File: config.mk
export PLATFORM = sky130hd
export DESIGN_NAME = mrad_top
export DESIGN_NICKNAME = d
export VERILOG_FILES = /design/src/hdl/mrad_pkg.sv /design/src/hdl/mrad_remap.sv /design/src/hdl/mrad_top.sv
export SDC_FILE = /design/constraint.sdc
export NUM_CORES = 1
export LEC_CHECK = 0
export BUFFER_PORTS_ARGS = -buffer_cell sky130_fd_sc_hd__buf_2
export CORE_MARGIN = 2
export CORE_UTILIZATION = 35
export DETAILED_ROUTE_END_ITERATION = 16
export PLACE_DENSITY = 0.58
export SLEW_MARGIN = 5
export SYNTH_ARGS = -nofsm -noshare
export SYNTH_HDL_FRONTEND = slang
export SYNTH_SLANG_ARGS = --single-unit
export TNS_END_PERCENT = 30
File: constraint.sdc
create_clock -name i_ref_clk -period 5.4 [get_ports i_ref_clk]
set_clock_uncertainty 0.05 [all_clocks]
set_input_delay 0.81 -clock i_ref_clk [delete_from_list [all_inputs] [get_ports i_ref_clk]]
set_output_delay 0.81 -clock i_ref_clk [all_outputs]
set_load 0.005 [all_outputs]
File: src/hdl/mrad_pkg.sv
package mrad_pkg;

  // ****************************************
  // register map, byte addresses
  // ****************************************
  localparam logic [7:0] OFS_CTRL_S  = 8'h00;
  localparam logic [7:0] OFS_CTRL_NS = 8'h04;
  localparam logic [7:0] OFS_PTAB_S  = 8'h08;
  localparam logic [7:0] OFS_PTAB_NS = 8'h0c;
  localparam logic [7:0] OFS_NTAB_S  = 8'h10;
  localparam logic [7:0] OFS_NTAB_NS = 8'h14;
  localparam logic [7:0] OFS_STATUS  = 8'h18;

  // ****************************************
  // control word fields and reset values
  // ****************************************
  localparam int unsigned CTRL_MMU_BIT    = 0;
  localparam int unsigned CTRL_ICACHE_BIT = 12;
  localparam int unsigned CTRL_REMAP_BIT  = 28;
  localparam logic [31:0] CTRL_RST        = 32'h0000_0000;
  localparam logic [31:0] CTRL_MASK       = 32'h1000_1001;
  // all regions remap to strongly ordered after reset
  localparam logic [31:0] PTAB_RST        = 32'h0000_0000;
  localparam logic [31:0] NTAB_RST        = 32'h0000_0000;
  localparam int unsigned PTAB_SHR_BASE   = 16;
  localparam int unsigned NTAB_OUTER_BASE = 16;

  // ****************************************
  // memory types and cache policy pairs
  // ****************************************
  typedef logic [1:0] mrad_mtype_t;
  localparam mrad_mtype_t MT_SO   = 2'h0;
  localparam mrad_mtype_t MT_DEV  = 2'h1;
  localparam mrad_mtype_t MT_NORM = 2'h2;

  typedef logic [1:0] mrad_pol_t;
  localparam mrad_pol_t POL_NC   = 2'h0;
  localparam mrad_pol_t POL_WBWA = 2'h1;
  localparam mrad_pol_t POL_WTNA = 2'h2;
  localparam mrad_pol_t POL_WBNA = 2'h3;

  // bus cache codes: bit0 bufferable, bit1 cacheable, bit2 ralloc, bit3 walloc
  localparam logic [3:0] CC_SO   = 4'h0;
  localparam logic [3:0] CC_DEV  = 4'h1;
  localparam logic [3:0] CC_NC   = 4'h3;
  localparam logic [3:0] CC_WTNA = 4'h6;
  localparam logic [3:0] CC_WBNA = 4'h7;
  localparam logic [3:0] CC_WBWA = 4'hf;

  // ****************************************
  // carriers
  // ****************************************
  typedef struct packed {
    logic       write;
    logic       instr;
    logic       secure;
    logic       has_ext;
    logic       has_shared;
    logic [2:0] type_extension_field;
    logic       cacheable;
    logic       bufferable;
    logic       shared;
  } mrad_req_s;

  typedef struct packed {
    mrad_mtype_t mtype;
    logic        shared;
    mrad_pol_t   inner;
    mrad_pol_t   outer;
  } mrad_attr_s;

  localparam mrad_attr_s ATTR_SO_SHR = '{MT_SO, 1'b1, POL_NC, POL_NC};

  function automatic logic [3:0] cache_code(input mrad_mtype_t mt, input mrad_pol_t pol);
    logic [3:0] cc;
    cc = CC_SO;
    if (mt == MT_DEV) begin
      cc = CC_DEV;
    end else if (mt != MT_SO) begin
      unique case (pol)
        POL_NC:   cc = CC_NC;
        POL_WBWA: cc = CC_WBWA;
        POL_WTNA: cc = CC_WTNA;
        default:  cc = CC_WBNA;
      endcase
    end
    return cc;
  endfunction

  function automatic logic [31:0] be_merge(input logic [31:0] old, input logic [31:0] wd,
                                           input logic [3:0] be);
    logic [31:0] r;
    r = old;
    for (int i = 0; i < 4; i++) begin
      if (be[i]) begin
        r[i*8 +: 8] = wd[i*8 +: 8];
      end
    end
    return r;
  endfunction

endpackage

File: src/hdl/mrad_remap.sv
`timescale 1ns/1ps
module mrad_remap (
  // remap tables of the requesting world
  input  wire logic [31:0]         i_primary_region_remap_reg,
  input  wire logic [31:0]         i_normal_region_remap_reg,
  // descriptor bits
  input  wire logic                i_ext0,
  input  wire logic                i_cacheable,
  input  wire logic                i_bufferable,
  input  wire logic                i_shared,
  // remapped attributes
  output mrad_pkg::mrad_attr_s     o_attr
);

  // ****************************************
  // table lookup
  // ****************************************
  logic [2:0]            idx;
  logic [1:0]            prim;
  mrad_pkg::mrad_mtype_t mt;

  assign idx  = {i_ext0, i_cacheable, i_bufferable};
  assign prim = i_primary_region_remap_reg[{idx, 1'b0} +: 2];
  // the fourth primary code is taken as normal memory
  assign mt   = (prim == 2'h3) ? mrad_pkg::MT_NORM : prim;

  always_comb begin
    o_attr.mtype  = mt;
    o_attr.inner  = i_normal_region_remap_reg[{idx, 1'b0} +: 2];
    o_attr.outer  = i_normal_region_remap_reg[mrad_pkg::NTAB_OUTER_BASE + {idx, 1'b0} +: 2];
    o_attr.shared = 1'b1;
    if (mt == mrad_pkg::MT_DEV) begin
      o_attr.shared = i_primary_region_remap_reg[mrad_pkg::PTAB_SHR_BASE + {4'h0, i_shared}];
    end else if (mt == mrad_pkg::MT_NORM) begin
      o_attr.shared = i_primary_region_remap_reg[mrad_pkg::PTAB_SHR_BASE + 2 + {4'h0, i_shared}];
    end
  end

endmodule

File: src/hdl/mrad_top.sv
`timescale 1ns/1ps
// What this block does
// RULE_01 - ctrl bit 28 enables remap, three bits
// RULE_02 - remap on: upper extension bits ignored
// RULE_03 - missing shared bit reads as zero
// RULE_04 - remap enable banked per security world
// RULE_05 - remap bit decoded live, never cached
// RULE_06 - inner policy on four-bit read/write sidebands
// RULE_07 - outer policy on arcache and awcache
// RULE_08 - remap off: five bits, missing extension 000
// RULE_09 - extension 010 device always non-shared
// RULE_10 - 000 uncached: ordered or device, shared
// RULE_11 - 000 cached and 001 noncached are normal
// RULE_12 - 001 write-back allocate; l1 never allocates
// RULE_13 - top extension bit: outer/inner policy pairs
// RULE_14 - policy pair encoding nc, wbwa, wtna, wbna
// RULE_15 - outer system downgrades unsupported policies
// RULE_16 - translation off: data shared strongly ordered; with remap on the code takes remap entry zero instead
// RULE_17 - translation off, icache on: fetch write-through; with remap on the code takes remap entry zero instead
// RULE_18 - translation off, icache off: fetch ordered; with remap on the code takes remap entry zero instead
// RULE_19 - remap on: banked remap registers give attributes
// RULE_20 - reserved encodings give strongly ordered shared
module mrad_top #(
  parameter int unsigned ADDR_W = 8
) (
  // clock and reset
  input  wire logic                 i_ref_clk,
  input  wire logic                 i_nrst,
  // avalon-mm register slave
  input  wire logic [ADDR_W-1:0]    i_avs_address,
  input  wire logic                 i_avs_read,
  input  wire logic                 i_avs_write,
  input  wire logic [31:0]          i_avs_writedata,
  input  wire logic [3:0]           i_avs_byteenable,
  output logic      [31:0]          o_avs_readdata,
  output logic                      o_avs_waitrequest,
  // translated access request
  input  wire logic                 i_req_valid,
  input  wire mrad_pkg::mrad_req_s  i_req,
  // decoded attributes toward the memory system
  output logic                      o_attr_valid,
  output mrad_pkg::mrad_attr_s      o_attr,
  output logic      [3:0]           o_arcache,
  output logic      [3:0]           o_awcache,
  output logic      [3:0]           o_read_inner_attr_sideband,
  output logic      [3:0]           o_write_inner_attr_sideband,
  output mrad_pkg::mrad_pol_t       o_l1_inner_policy
);

  // ****************************************
  // elaboration checks
  // ****************************************
  if (ADDR_W < 5 || ADDR_W > 8) begin : g_bad_addr
    $error("mrad_top: ADDR_W must lie in 5..8");
  end

  // ****************************************
  // register bus
  // ****************************************
  logic                 ack_r;
  logic [31:0]          ctrl_s_r;
  logic [31:0]          ctrl_ns_r;
  logic [31:0]          ptab_s_r;
  logic [31:0]          ptab_ns_r;
  logic [31:0]          ntab_s_r;
  logic [31:0]          ntab_ns_r;
  logic [31:0]          rd_nxt;
  logic [7:0]           addr;
  logic                 wr_go;

  assign addr              = 8'(i_avs_address);
  // one wait cycle per access keeps read data registered
  assign o_avs_waitrequest = (i_avs_read | i_avs_write) & ~ack_r;
  assign wr_go             = i_avs_write & ~ack_r;

  always_ff @(posedge i_ref_clk or negedge i_nrst) begin
    if (!i_nrst) begin
      ack_r <= 1'b0;
    end else begin
      ack_r <= (i_avs_read | i_avs_write) & ~ack_r;
    end
  end

  always_comb begin
    unique case (addr)
      mrad_pkg::OFS_CTRL_S:  rd_nxt = ctrl_s_r;
      mrad_pkg::OFS_CTRL_NS: rd_nxt = ctrl_ns_r;
      mrad_pkg::OFS_PTAB_S:  rd_nxt = ptab_s_r;
      mrad_pkg::OFS_PTAB_NS: rd_nxt = ptab_ns_r;
      mrad_pkg::OFS_NTAB_S:  rd_nxt = ntab_s_r;
      mrad_pkg::OFS_NTAB_NS: rd_nxt = ntab_ns_r;
      mrad_pkg::OFS_STATUS:  rd_nxt = {24'h0, o_attr_valid, o_attr};
      default:               rd_nxt = 32'h0;
    endcase
  end

  always_ff @(posedge i_ref_clk or negedge i_nrst) begin
    if (!i_nrst) begin
      o_avs_readdata <= 32'h0;
    end else if (i_avs_read && !ack_r) begin
      o_avs_readdata <= rd_nxt;
    end
  end

  // ****************************************
  // banked control words
  // ****************************************
  // separate copies per world; only mmu, icache and remap bits are kept
  always_ff @(posedge i_ref_clk or negedge i_nrst) begin
    if (!i_nrst) begin
      ctrl_s_r  <= mrad_pkg::CTRL_RST;
      ctrl_ns_r <= mrad_pkg::CTRL_RST;
    end else if (wr_go) begin
      if (addr == mrad_pkg::OFS_CTRL_S) begin
        ctrl_s_r <= mrad_pkg::be_merge(ctrl_s_r, i_avs_writedata, i_avs_byteenable)
                    & mrad_pkg::CTRL_MASK; // RULE_04
      end
      if (addr == mrad_pkg::OFS_CTRL_NS) begin
        ctrl_ns_r <= mrad_pkg::be_merge(ctrl_ns_r, i_avs_writedata, i_avs_byteenable)
                     & mrad_pkg::CTRL_MASK; // RULE_04
      end
    end
  end

  // ****************************************
  // banked remap tables
  // ****************************************
  always_ff @(posedge i_ref_clk or negedge i_nrst) begin
    if (!i_nrst) begin
      ptab_s_r  <= mrad_pkg::PTAB_RST;
      ptab_ns_r <= mrad_pkg::PTAB_RST;
    end else if (wr_go) begin
      if (addr == mrad_pkg::OFS_PTAB_S) begin
        ptab_s_r <= mrad_pkg::be_merge(ptab_s_r, i_avs_writedata, i_avs_byteenable);
      end
      if (addr == mrad_pkg::OFS_PTAB_NS) begin
        ptab_ns_r <= mrad_pkg::be_merge(ptab_ns_r, i_avs_writedata, i_avs_byteenable);
      end
    end
  end

  always_ff @(posedge i_ref_clk or negedge i_nrst) begin
    if (!i_nrst) begin
      ntab_s_r  <= mrad_pkg::NTAB_RST;
      ntab_ns_r <= mrad_pkg::NTAB_RST;
    end else if (wr_go) begin
      if (addr == mrad_pkg::OFS_NTAB_S) begin
        ntab_s_r <= mrad_pkg::be_merge(ntab_s_r, i_avs_writedata, i_avs_byteenable);
      end
      if (addr == mrad_pkg::OFS_NTAB_NS) begin
        ntab_ns_r <= mrad_pkg::be_merge(ntab_ns_r, i_avs_writedata, i_avs_byteenable);
      end
    end
  end

  // ****************************************
  // world selection and descriptor cleanup
  // ****************************************
  logic [31:0]          ctrl;
  logic [31:0]          ptab;
  logic [31:0]          ntab;
  logic                 attr_remap_enable;
  logic                 mmu_on;
  logic                 icache_on;
  logic [2:0]           ext;
  logic                 s_bit;

  // the remap bit is read live from the banked copy on every access
  assign ctrl              = i_req.secure ? ctrl_s_r : ctrl_ns_r; // RULE_04
  assign ptab              = i_req.secure ? ptab_s_r : ptab_ns_r; // RULE_19
  assign ntab              = i_req.secure ? ntab_s_r : ntab_ns_r; // RULE_19
  assign attr_remap_enable = ctrl[mrad_pkg::CTRL_REMAP_BIT]; // RULE_01 RULE_05
  assign mmu_on            = ctrl[mrad_pkg::CTRL_MMU_BIT];
  assign icache_on         = ctrl[mrad_pkg::CTRL_ICACHE_BIT]; // RULE_17
  assign ext               = i_req.has_ext ? i_req.type_extension_field : 3'h0; // RULE_08
  assign s_bit             = i_req.has_shared & i_req.shared; // RULE_03

  // ****************************************
  // remapped decode
  // ****************************************
  mrad_pkg::mrad_attr_s remap_attr;
  logic                 rm_ext0;
  logic                 rm_c;
  logic                 rm_b;
  logic                 rm_s;

  // with translation off the remap uses entry zero and a shared bit of one
  assign rm_ext0 = mmu_on & ext[0]; // RULE_02
  assign rm_c    = mmu_on & i_req.cacheable;
  assign rm_b    = mmu_on & i_req.bufferable;
  assign rm_s    = ~mmu_on | s_bit; // RULE_03

  mrad_remap u_remap (
    .i_primary_region_remap_reg (ptab),
    .i_normal_region_remap_reg  (ntab),
    .i_ext0                     (rm_ext0),
    .i_cacheable                (rm_c),
    .i_bufferable               (rm_b),
    .i_shared                   (rm_s),
    .o_attr                     (remap_attr)
  );

  // ****************************************
  // direct decode
  // ****************************************
  mrad_pkg::mrad_attr_s direct_attr;

  always_comb begin
    direct_attr = mrad_pkg::ATTR_SO_SHR; // RULE_20
    if (ext[2]) begin
      direct_attr = '{mrad_pkg::MT_NORM, s_bit, {i_req.cacheable, i_req.bufferable},
                      ext[1:0]}; // RULE_13 RULE_14
    end else begin
      unique case ({ext[1:0], i_req.cacheable, i_req.bufferable})
        4'h0: direct_attr = mrad_pkg::ATTR_SO_SHR; // RULE_10
        4'h1: direct_attr = '{mrad_pkg::MT_DEV, 1'b1, mrad_pkg::POL_NC,
                              mrad_pkg::POL_NC}; // RULE_10
        4'h2: direct_attr = '{mrad_pkg::MT_NORM, s_bit, mrad_pkg::POL_WTNA,
                              mrad_pkg::POL_WTNA}; // RULE_11
        4'h3: direct_attr = '{mrad_pkg::MT_NORM, s_bit, mrad_pkg::POL_WBNA,
                              mrad_pkg::POL_WBNA}; // RULE_11
        4'h4: direct_attr = '{mrad_pkg::MT_NORM, s_bit, mrad_pkg::POL_NC,
                              mrad_pkg::POL_NC}; // RULE_11
        4'h7: direct_attr = '{mrad_pkg::MT_NORM, s_bit, mrad_pkg::POL_WBWA,
                              mrad_pkg::POL_WBWA}; // RULE_12
        4'h8: direct_attr = '{mrad_pkg::MT_DEV, 1'b0, mrad_pkg::POL_NC,
                              mrad_pkg::POL_NC}; // RULE_09
        default: direct_attr = mrad_pkg::ATTR_SO_SHR; // RULE_20
      endcase
    end
  end

  // ****************************************
  // translation-off defaults
  // ****************************************
  mrad_pkg::mrad_attr_s flat_attr;

  always_comb begin
    flat_attr = mrad_pkg::ATTR_SO_SHR; // RULE_16 RULE_18
    if (i_req.instr && icache_on) begin
      flat_attr = '{mrad_pkg::MT_NORM, 1'b0, mrad_pkg::POL_WTNA,
                    mrad_pkg::POL_WTNA}; // RULE_17
    end
  end

  // ****************************************
  // final selection
  // ****************************************
  mrad_pkg::mrad_attr_s attr_nxt;

  always_comb begin
    if (attr_remap_enable) begin
      attr_nxt = remap_attr; // RULE_01 RULE_19
    end else if (!mmu_on) begin
      attr_nxt = flat_attr; // RULE_16
    end else begin
      attr_nxt = direct_attr; // RULE_08
    end
  end

  // ****************************************
  // attribute outputs
  // ****************************************
  always_ff @(posedge i_ref_clk or negedge i_nrst) begin
    if (!i_nrst) begin
      o_attr_valid <= 1'b0;
      o_attr       <= mrad_pkg::ATTR_SO_SHR;
    end else begin
      o_attr_valid <= i_req_valid;
      if (i_req_valid) begin
        o_attr <= attr_nxt;
      end
    end
  end

  // the outer system maps policies it lacks; the code shows the requested one
  always_ff @(posedge i_ref_clk or negedge i_nrst) begin
    if (!i_nrst) begin
      o_arcache                  <= mrad_pkg::CC_SO;
      o_awcache                  <= mrad_pkg::CC_SO;
      o_read_inner_attr_sideband <= mrad_pkg::CC_SO;
      o_write_inner_attr_sideband <= mrad_pkg::CC_SO;
    end else if (i_req_valid) begin
      if (i_req.write) begin
        o_awcache <= mrad_pkg::cache_code(attr_nxt.mtype, attr_nxt.outer); // RULE_07 RULE_15
        o_write_inner_attr_sideband <= mrad_pkg::cache_code(attr_nxt.mtype,
                                                            attr_nxt.inner); // RULE_06
      end else begin
        o_arcache <= mrad_pkg::cache_code(attr_nxt.mtype, attr_nxt.outer); // RULE_07
        o_read_inner_attr_sideband <= mrad_pkg::cache_code(attr_nxt.mtype,
                                                           attr_nxt.inner); // RULE_06
      end
    end
  end

  // level one never allocates on a write miss, so write-allocate folds away
  always_ff @(posedge i_ref_clk or negedge i_nrst) begin
    if (!i_nrst) begin
      o_l1_inner_policy <= mrad_pkg::POL_NC;
    end else if (i_req_valid) begin
      if (attr_nxt.mtype != mrad_pkg::MT_NORM) begin
        o_l1_inner_policy <= mrad_pkg::POL_NC;
      end else if (attr_nxt.inner == mrad_pkg::POL_WBWA) begin
        o_l1_inner_policy <= mrad_pkg::POL_WBNA; // RULE_12
      end else begin
        o_l1_inner_policy <= attr_nxt.inner;
      end
    end
  end

endmodule

======== Word-level counts from Yosys, hierarchy flattened ========
Index checks and enable logic that the tools add are counted.
word-level totals
  output and inout bits ................... 59
  word-level logic and storage cells ...... 130
  latch bits .............................. 0
  memories ................................ 0
  RAM bits ................................ 0
  input port bits ......................... 60
  register bits after elaboration ......... 193
  memory bits (read-only) ................. 0
operators by class
  $lt $le $gt $ge ......................... 2
  eq/ne operators ......................... 21
  bitwise logic cells ..................... 11
  multiply operators ...................... 0
  mux-type cells .......................... 25
  reduce and logical (&&, ||, !) cells .... 31
  div/mod/pow operators ................... 0
  add/subtract/negate cells ............... 3
  shift-type cells ........................ 3
operators with widths
  operator             count
  $pmux 32 s7          1
  $reduce_and 3->1     22
  $lt 32x6->1 const B  2
  $mux 32              2
  $shiftx 32x5->2      2
  $pmux 7 s6           1
  $shiftx 32x33->2     1
  $mux 29              1
  $mux 7               4
  $eq 8x5->1 const B   3
  $pmux 4 s3           2
  $eq 8x4->1 const B   2
  $mux 4               4
  $add 5x1->6 const A  2
  $bmux 1 s5           2
  $eq 2x1->1 const B   4
  $eq 2x2->1 const B   4
  $eq 4x2->1 const B   2
  $eq 4x3->1 const B   2
  $eq 8x3->1 const B   1
  $logic_not 8->1      1
  $add 5x4->6 const A  1
  $and 1x1->1          6
  $mux 2               3
  12 further kinds     21

======== Logic depth before layout (Yosys ltp) ========
  depth after elaboration ................. 13
  mapped depth ............................ 10
  depth with buffers taken out ............ 7

======== By module ========
A second synthesis with hierarchy kept.
second synthesis, totals
  cell total of the unflattened synthesis .. 819
  area total of the unflattened synthesis .. 10005.8 µm²
by module, submodules not included
  module      times used  area an instance (µm²)  cells an instance  sequential area each (µm²)
  mrad_top    1           9575.4                  794                4780.8
  mrad_remap  1           430.4                   25                 0.0

======== Worst setup path after synthesis ========
Ideal clock, no wire load.
  path type ............................... input to register
  from .................................... in i_avs_address[7]
  to ...................................... reg ntab_s_r[16]
  path slack .............................. 2.727 ns
  data required time ...................... 5.225 ns
  path buffers ............................ 3
  cell stages on the path ................. 10
  data arrival time ....................... 2.498 ns
  setup time .............................. 0.125 ns
  path through ............................ nor3_1 nand2_1 nor2_1 and2_1 buf_2 nor2b_1 clkbuf_1 and3_1 buf_2 mux2_2
on the way
  word-level cells in the longest chain between the ends .. 2
ends and longest elaborated chain
  element                     RTL line         source
  from (decl)                 mrad_top.sv:30   input wire logic [ADDR_W-1:0] i_avs_address,
  $eq 8x5->1                  mrad_top.sv:147  if (addr == mrad_pkg::OFS_NTAB_S) begin
  $reduce_and 3->1 (no line)  --
  to (signal assigned)        mrad_top.sv:144  ntab_s_r <= mrad_pkg::NTAB_RST;
  to (signal assigned)        mrad_top.sv:148  ntab_s_r <= mrad_pkg::be_merge(ntab_s_r, i_avs_writedata, i_avs_byteenable);
  to (decl)                   mrad_top.sv:65   logic [31:0] ntab_s_r;
Every way passes these cells.
A chain may end at the register's enable or synchronous reset.

======== Worst setup path in the final report ========
  from .................................... in i_req[8] (netlist name)
  to ...................................... reg o_write_inner_attr_sideband[2]
on the way
  word-level cells in the longest chain between the ends .. 9
  elaborated cells on any way between the ends .. 22
  classes of those cells .................. eq/ne (4); shift (2); mux (10); bitwise (3); reduce/logical (3)
ends and longest elaborated chain
  element                                                 RTL line                           source
  from (decl)                                             mrad_top.sv:39                     input wire mrad_pkg::mrad_req_s i_req,
  $mux 29                                                 mrad_top.sv:169                    assign ctrl = i_req.secure ? ctrl_s_r : ctrl_ns_r;
  $and 1x1->1 (tied with other cells)                     mrad_top.sv:190                    assign rm_b = mmu_on & i_req.bufferable;
  $shiftx 32x5->2 / $mux 7 (equally long branches)        mrad_remap.sv:23, mrad_top.sv:240
  $eq 2x2->1 / $mux 7 (equally long branches)             mrad_remap.sv:25, mrad_top.sv:254
  $mux 2 / $mux 7 (equally long branches)                 mrad_remap.sv:25, mrad_top.sv:252
  $mux 7 (*)                                              mrad_top.sv:252                    if (attr_remap_enable) begin
  $reduce_bool 2->1 / $pmux 4 s3 (equally long branches)  mrad_pkg.sv:79, mrad_pkg.sv:80
  $mux 4                                                  mrad_pkg.sv:79                     end else if (mt != MT_SO) begin
  $mux 4 (*)                                              mrad_pkg.sv:77                     if (mt == MT_DEV) begin
  to (signal assigned)                                    mrad_top.sv:282                    o_write_inner_attr_sideband <= mrad_pkg::CC_SO;
  to (signal assigned)                                    mrad_top.sv:286                    o_write_inner_attr_sideband <= mrad_pkg::cache_code(attr_nxt.mtype,
  to (decl)                                               mrad_top.sv:46                     output logic [3:0] o_write_inner_attr_sideband,
Every way passes the cells marked *; elsewhere a longest branch is shown, timed or not.

==> impl_metrics.yaml <==
floorplan:
  die_x_um: 167
  placement_rows: 59
  start_util_pct: 35.6
  die_h_um: 167
  num_io_pins: 119
  total_die_area_mm2: 0.0278
  core_mm2: 0.0261
grt:
  grt_util_overall_pct: 19.4
  grt_overflow_total: 0
  grt_pass1_vias: 6956
  initial_antenna_violation_count: 1
  grt_max_degree: 112
  grt_first_pass_wirelength_um: 42000
placement:
  postPlaceCellArea_mm2: 0.0101
  dp_hpwl_um: 19100
  routabilityCongestion: 0.934
  pre_cts_slack_ns: 1.49
  port_buffers: 118
sta:
  min_period_over_period_pct: 65.9
  slew_headroom_pct: 40.8
  finalHoldViolations: 0
  finalCriticalPeriod_ns: 3.56
  maxClockFrequency_ghz: 0.281
  fin_ws_ns: 1.84
  grt_setup_unrepaired: "no"
  drv_slew: 0
  finalSetupViolations: 0
  worst-slew-pin-transition_ns: 0.888
  timing.setup.tns_ns: 0
clock_network:
  tritoncts_clock_tree: "built"
  clkTransAtPathRegs_ns: 0.07
  cts_repair_resize_count: 0
  ctsHoldBuffers: 0
  numCtsBuffers: 17
  cts.htree.levels: 4
  clock_insertion_delay_worst_skew_ns: 0.43
  cts.sink_count: 191
  post_cts_buffers: 0
  cts_max_path_buffers: 2
  clk_root_buf: "sky130_fd_sc_hd__clkbuf_16"
setup_path:
  cp_data_arrival_time_ns: 3.83
  worst_setup_path_start_kind: "input port"
  cpLargestDelayFamily: "compound AO/OA/AOI/OAI gates"
  cp.buffers_inverters: 1
  critical_path_depth: 8
  timing.critical_path.cells: "buf_2, mux2_4, and2_1, a221o_1, nand2_1, a221oi_2, a21oi_1, mux2_2"
  critPathSlowestCell: "sky130_fd_sc_hd__a221oi_2"
  setup.worst_path.class: "in -> reg"
  worst_path_largest_cell_delay_ns: 0.72
  timing.critical_path.to_type: "register"
  timing.critical_path.required_ns: 5.66
  crit_path_max_fanout: 28
  reg2regPathDepth: 7
route:
  wl_per_cell_um: 22.1
  post_drt_via_cell_ratio: 5.75
  drt-total-wl_um: 27100
  firstDrtPassIters: 7
  drt-initial-drc-count: 730
  final_antenna_net_count: 0
  detailroute.via_count: 7067
  route.detailed.drc: 0
synth:
  synth.top_cell.area_share_pct: 51.3
  mappedNetlistNets: 852
  synth_cell_types: 64
  synthFlopType: "sky130_fd_sc_hd__dfrtp_1"
  synth-seq-area-share_pct: 51.5
  syn_inst: 792
  synth_async_sr_flop_share_pct: 100
  yosysWarningCount: 0
  postSynthAreaPerCell_um2: 11.7
  synth-edff-count: 0
  cell_type_contributing_the_most_total_cell_area_after_synthesis: "sky130_fd_sc_hd__dfrtp_1"
  synth_register_bits: 191
  synth_area_mm2: 0.00928
  synth_area_leaders: "sky130_fd_sc_hd__dfrtp_1 51%, sky130_fd_sc_hd__mux2_2 18%, sky130_fd_sc_hd__a222oi_1 2.7%, sky130_fd_sc_hd__nand2_1 2.5%, sky130_fd_sc_hd__nor2_1 2.0%"
pwr:
  irDropWorstVdd_mv: 0.190
  total_power_uw: 3130
  static-leakage-power_uw: 0.00503
  p_per_area_mw_per_mm2: 293
run:
  maximum_capacitance_violations: 0
min_path:
  timing.hold.worst.class: "in -> async"
finish:
  final_net_count: 940
  fin_area_mm2: 0.0107
  layout-area-overhead-vs-synth_pct: 15.4
  post_route_cells_drive_above_1_share_pct: 36.3
outcome:
  outcome: "finished clean"
[placed cells by master (no fill, tap or decap), types with 16 or more instances in the layout]
cell type / instances
sky130_fd_sc_hd__a21oi_1: 31
sky130_fd_sc_hd__a222oi_1: 25
sky130_fd_sc_hd__a22oi_1: 19
sky130_fd_sc_hd__a31oi_1: 29
sky130_fd_sc_hd__and3_1: 16
sky130_fd_sc_hd__buf_2: 117
sky130_fd_sc_hd__clkbuf_16: 17
sky130_fd_sc_hd__dfrtp_1: 190
sky130_fd_sc_hd__mux2_2: 152
sky130_fd_sc_hd__mux2i_1: 17
sky130_fd_sc_hd__nand2_1: 63
sky130_fd_sc_hd__nor2_1: 49
sky130_fd_sc_hd__o21ai_0: 17
[flip-flops by register name (all words and copies together) (netlist names), 4 cells and up]
register / count
ntab_s_r: 32
o_attr: 7
ntab_ns_r: 32
o_awcache: 4
ptab_ns_r: 32
o_arcache: 4
ptab_s_r: 32
o_avs_readdata: 32
[where the power goes]
group / total, uW / internal [uW] / switching, uW
registers: 1550 / 1500 / 51.4
logic: 298 / 123 / 175
clock network: 1280 / 710 / 570
[path summary, 6_finish.rpt]
path / startpoint / to / slack [ns]
max: i_req[8] / o_write_inner_attr_sideband[2] / 1.84
max in group asynchronous: i_nrst / ptab_s_r[31] / 3.90
min: i_nrst / o_arcache[1] / 0.35
min reg2reg: o_write_inner_attr_sideband[3] / o_write_inner_attr_sideband[3] / 0.43
max reg2reg: ctrl_ns_r[0] / o_write_inner_attr_sideband[2] / 2.08
min in group i_ref_clk: o_write_inner_attr_sideband[3] / o_write_inner_attr_sideband[3] / 0.43
[cell type report]
| cell class | instances | area, um2 |
|---|---|---|
| Antenna cell | 1 | 2.50 |
| Clock buffer | 19 | 453 |
| Clock inverter | 12 | 133 |
| Fill cell | 2533 | 15400 |
| Inverter | 3 | 11.3 |
| Multi-Input combinational cell | 541 | 4230 |
| Sequential cell | 191 | 4780 |
| Tap cell | 335 | 419 |
| Timing Repair Buffer | 126 | 672 |
[metrics by stage]
stage / util, % / instances / hold WS, ns
finish: 41.1 / 1228 / 0.353
detailed placement: 38.8 / 1196 / 0.419
global placement: 38.8 / 1196 / 0.413
CTS: 41.1 / 1227 / 0.385
floorplan: - / 792 / 0.403
global route: 41.1 / 1228 / 0.407
[cell usage after synthesis (all sizes together) (3+ instances only)]
master	count
mux2i	17
dfrtp	190
o22ai	7
nand2b	7
inv	3
o21ai	19
a32o	3
nor3	7
o32ai	5
buf	23
nor2b	9
a222oi	25
a22oi	19
clkbuf	34
a211o	3
mux4	5
a221oi	5
a22o	3
nor2	49
a31oi	29
nand2	65
and3	16
mux2	153
and2	11
a21oi	31
a211oi	10
nand3	9
[kinds of logic (layout without fill, tap and decap cells)]
kind of cell / Yosys count / in the layout / share of synthesized area [%]
mux: 175 / 175 / 21.7
flops: 191 / 191 / 51.5
other cells: 0 / 1 / 0
simple gates: 187 / 187 / 9.85
buf+inv: 60 / 160 / 2.94
compound gates: 179 / 179 / 14.0
[metal layers]
layer | global-route usage (%) | share of wire (%) | vias up
met5 | 0 | 0 | -
met3 | 3.56 | 6.0 | 29
li1 | - | - | 3163
met2 | 30.3 | 46 | 236
met1 | 27.8 | 46 | 3639
met4 | 5.40 | 1.8 | 0
Power figures use the tool's default switching activity.
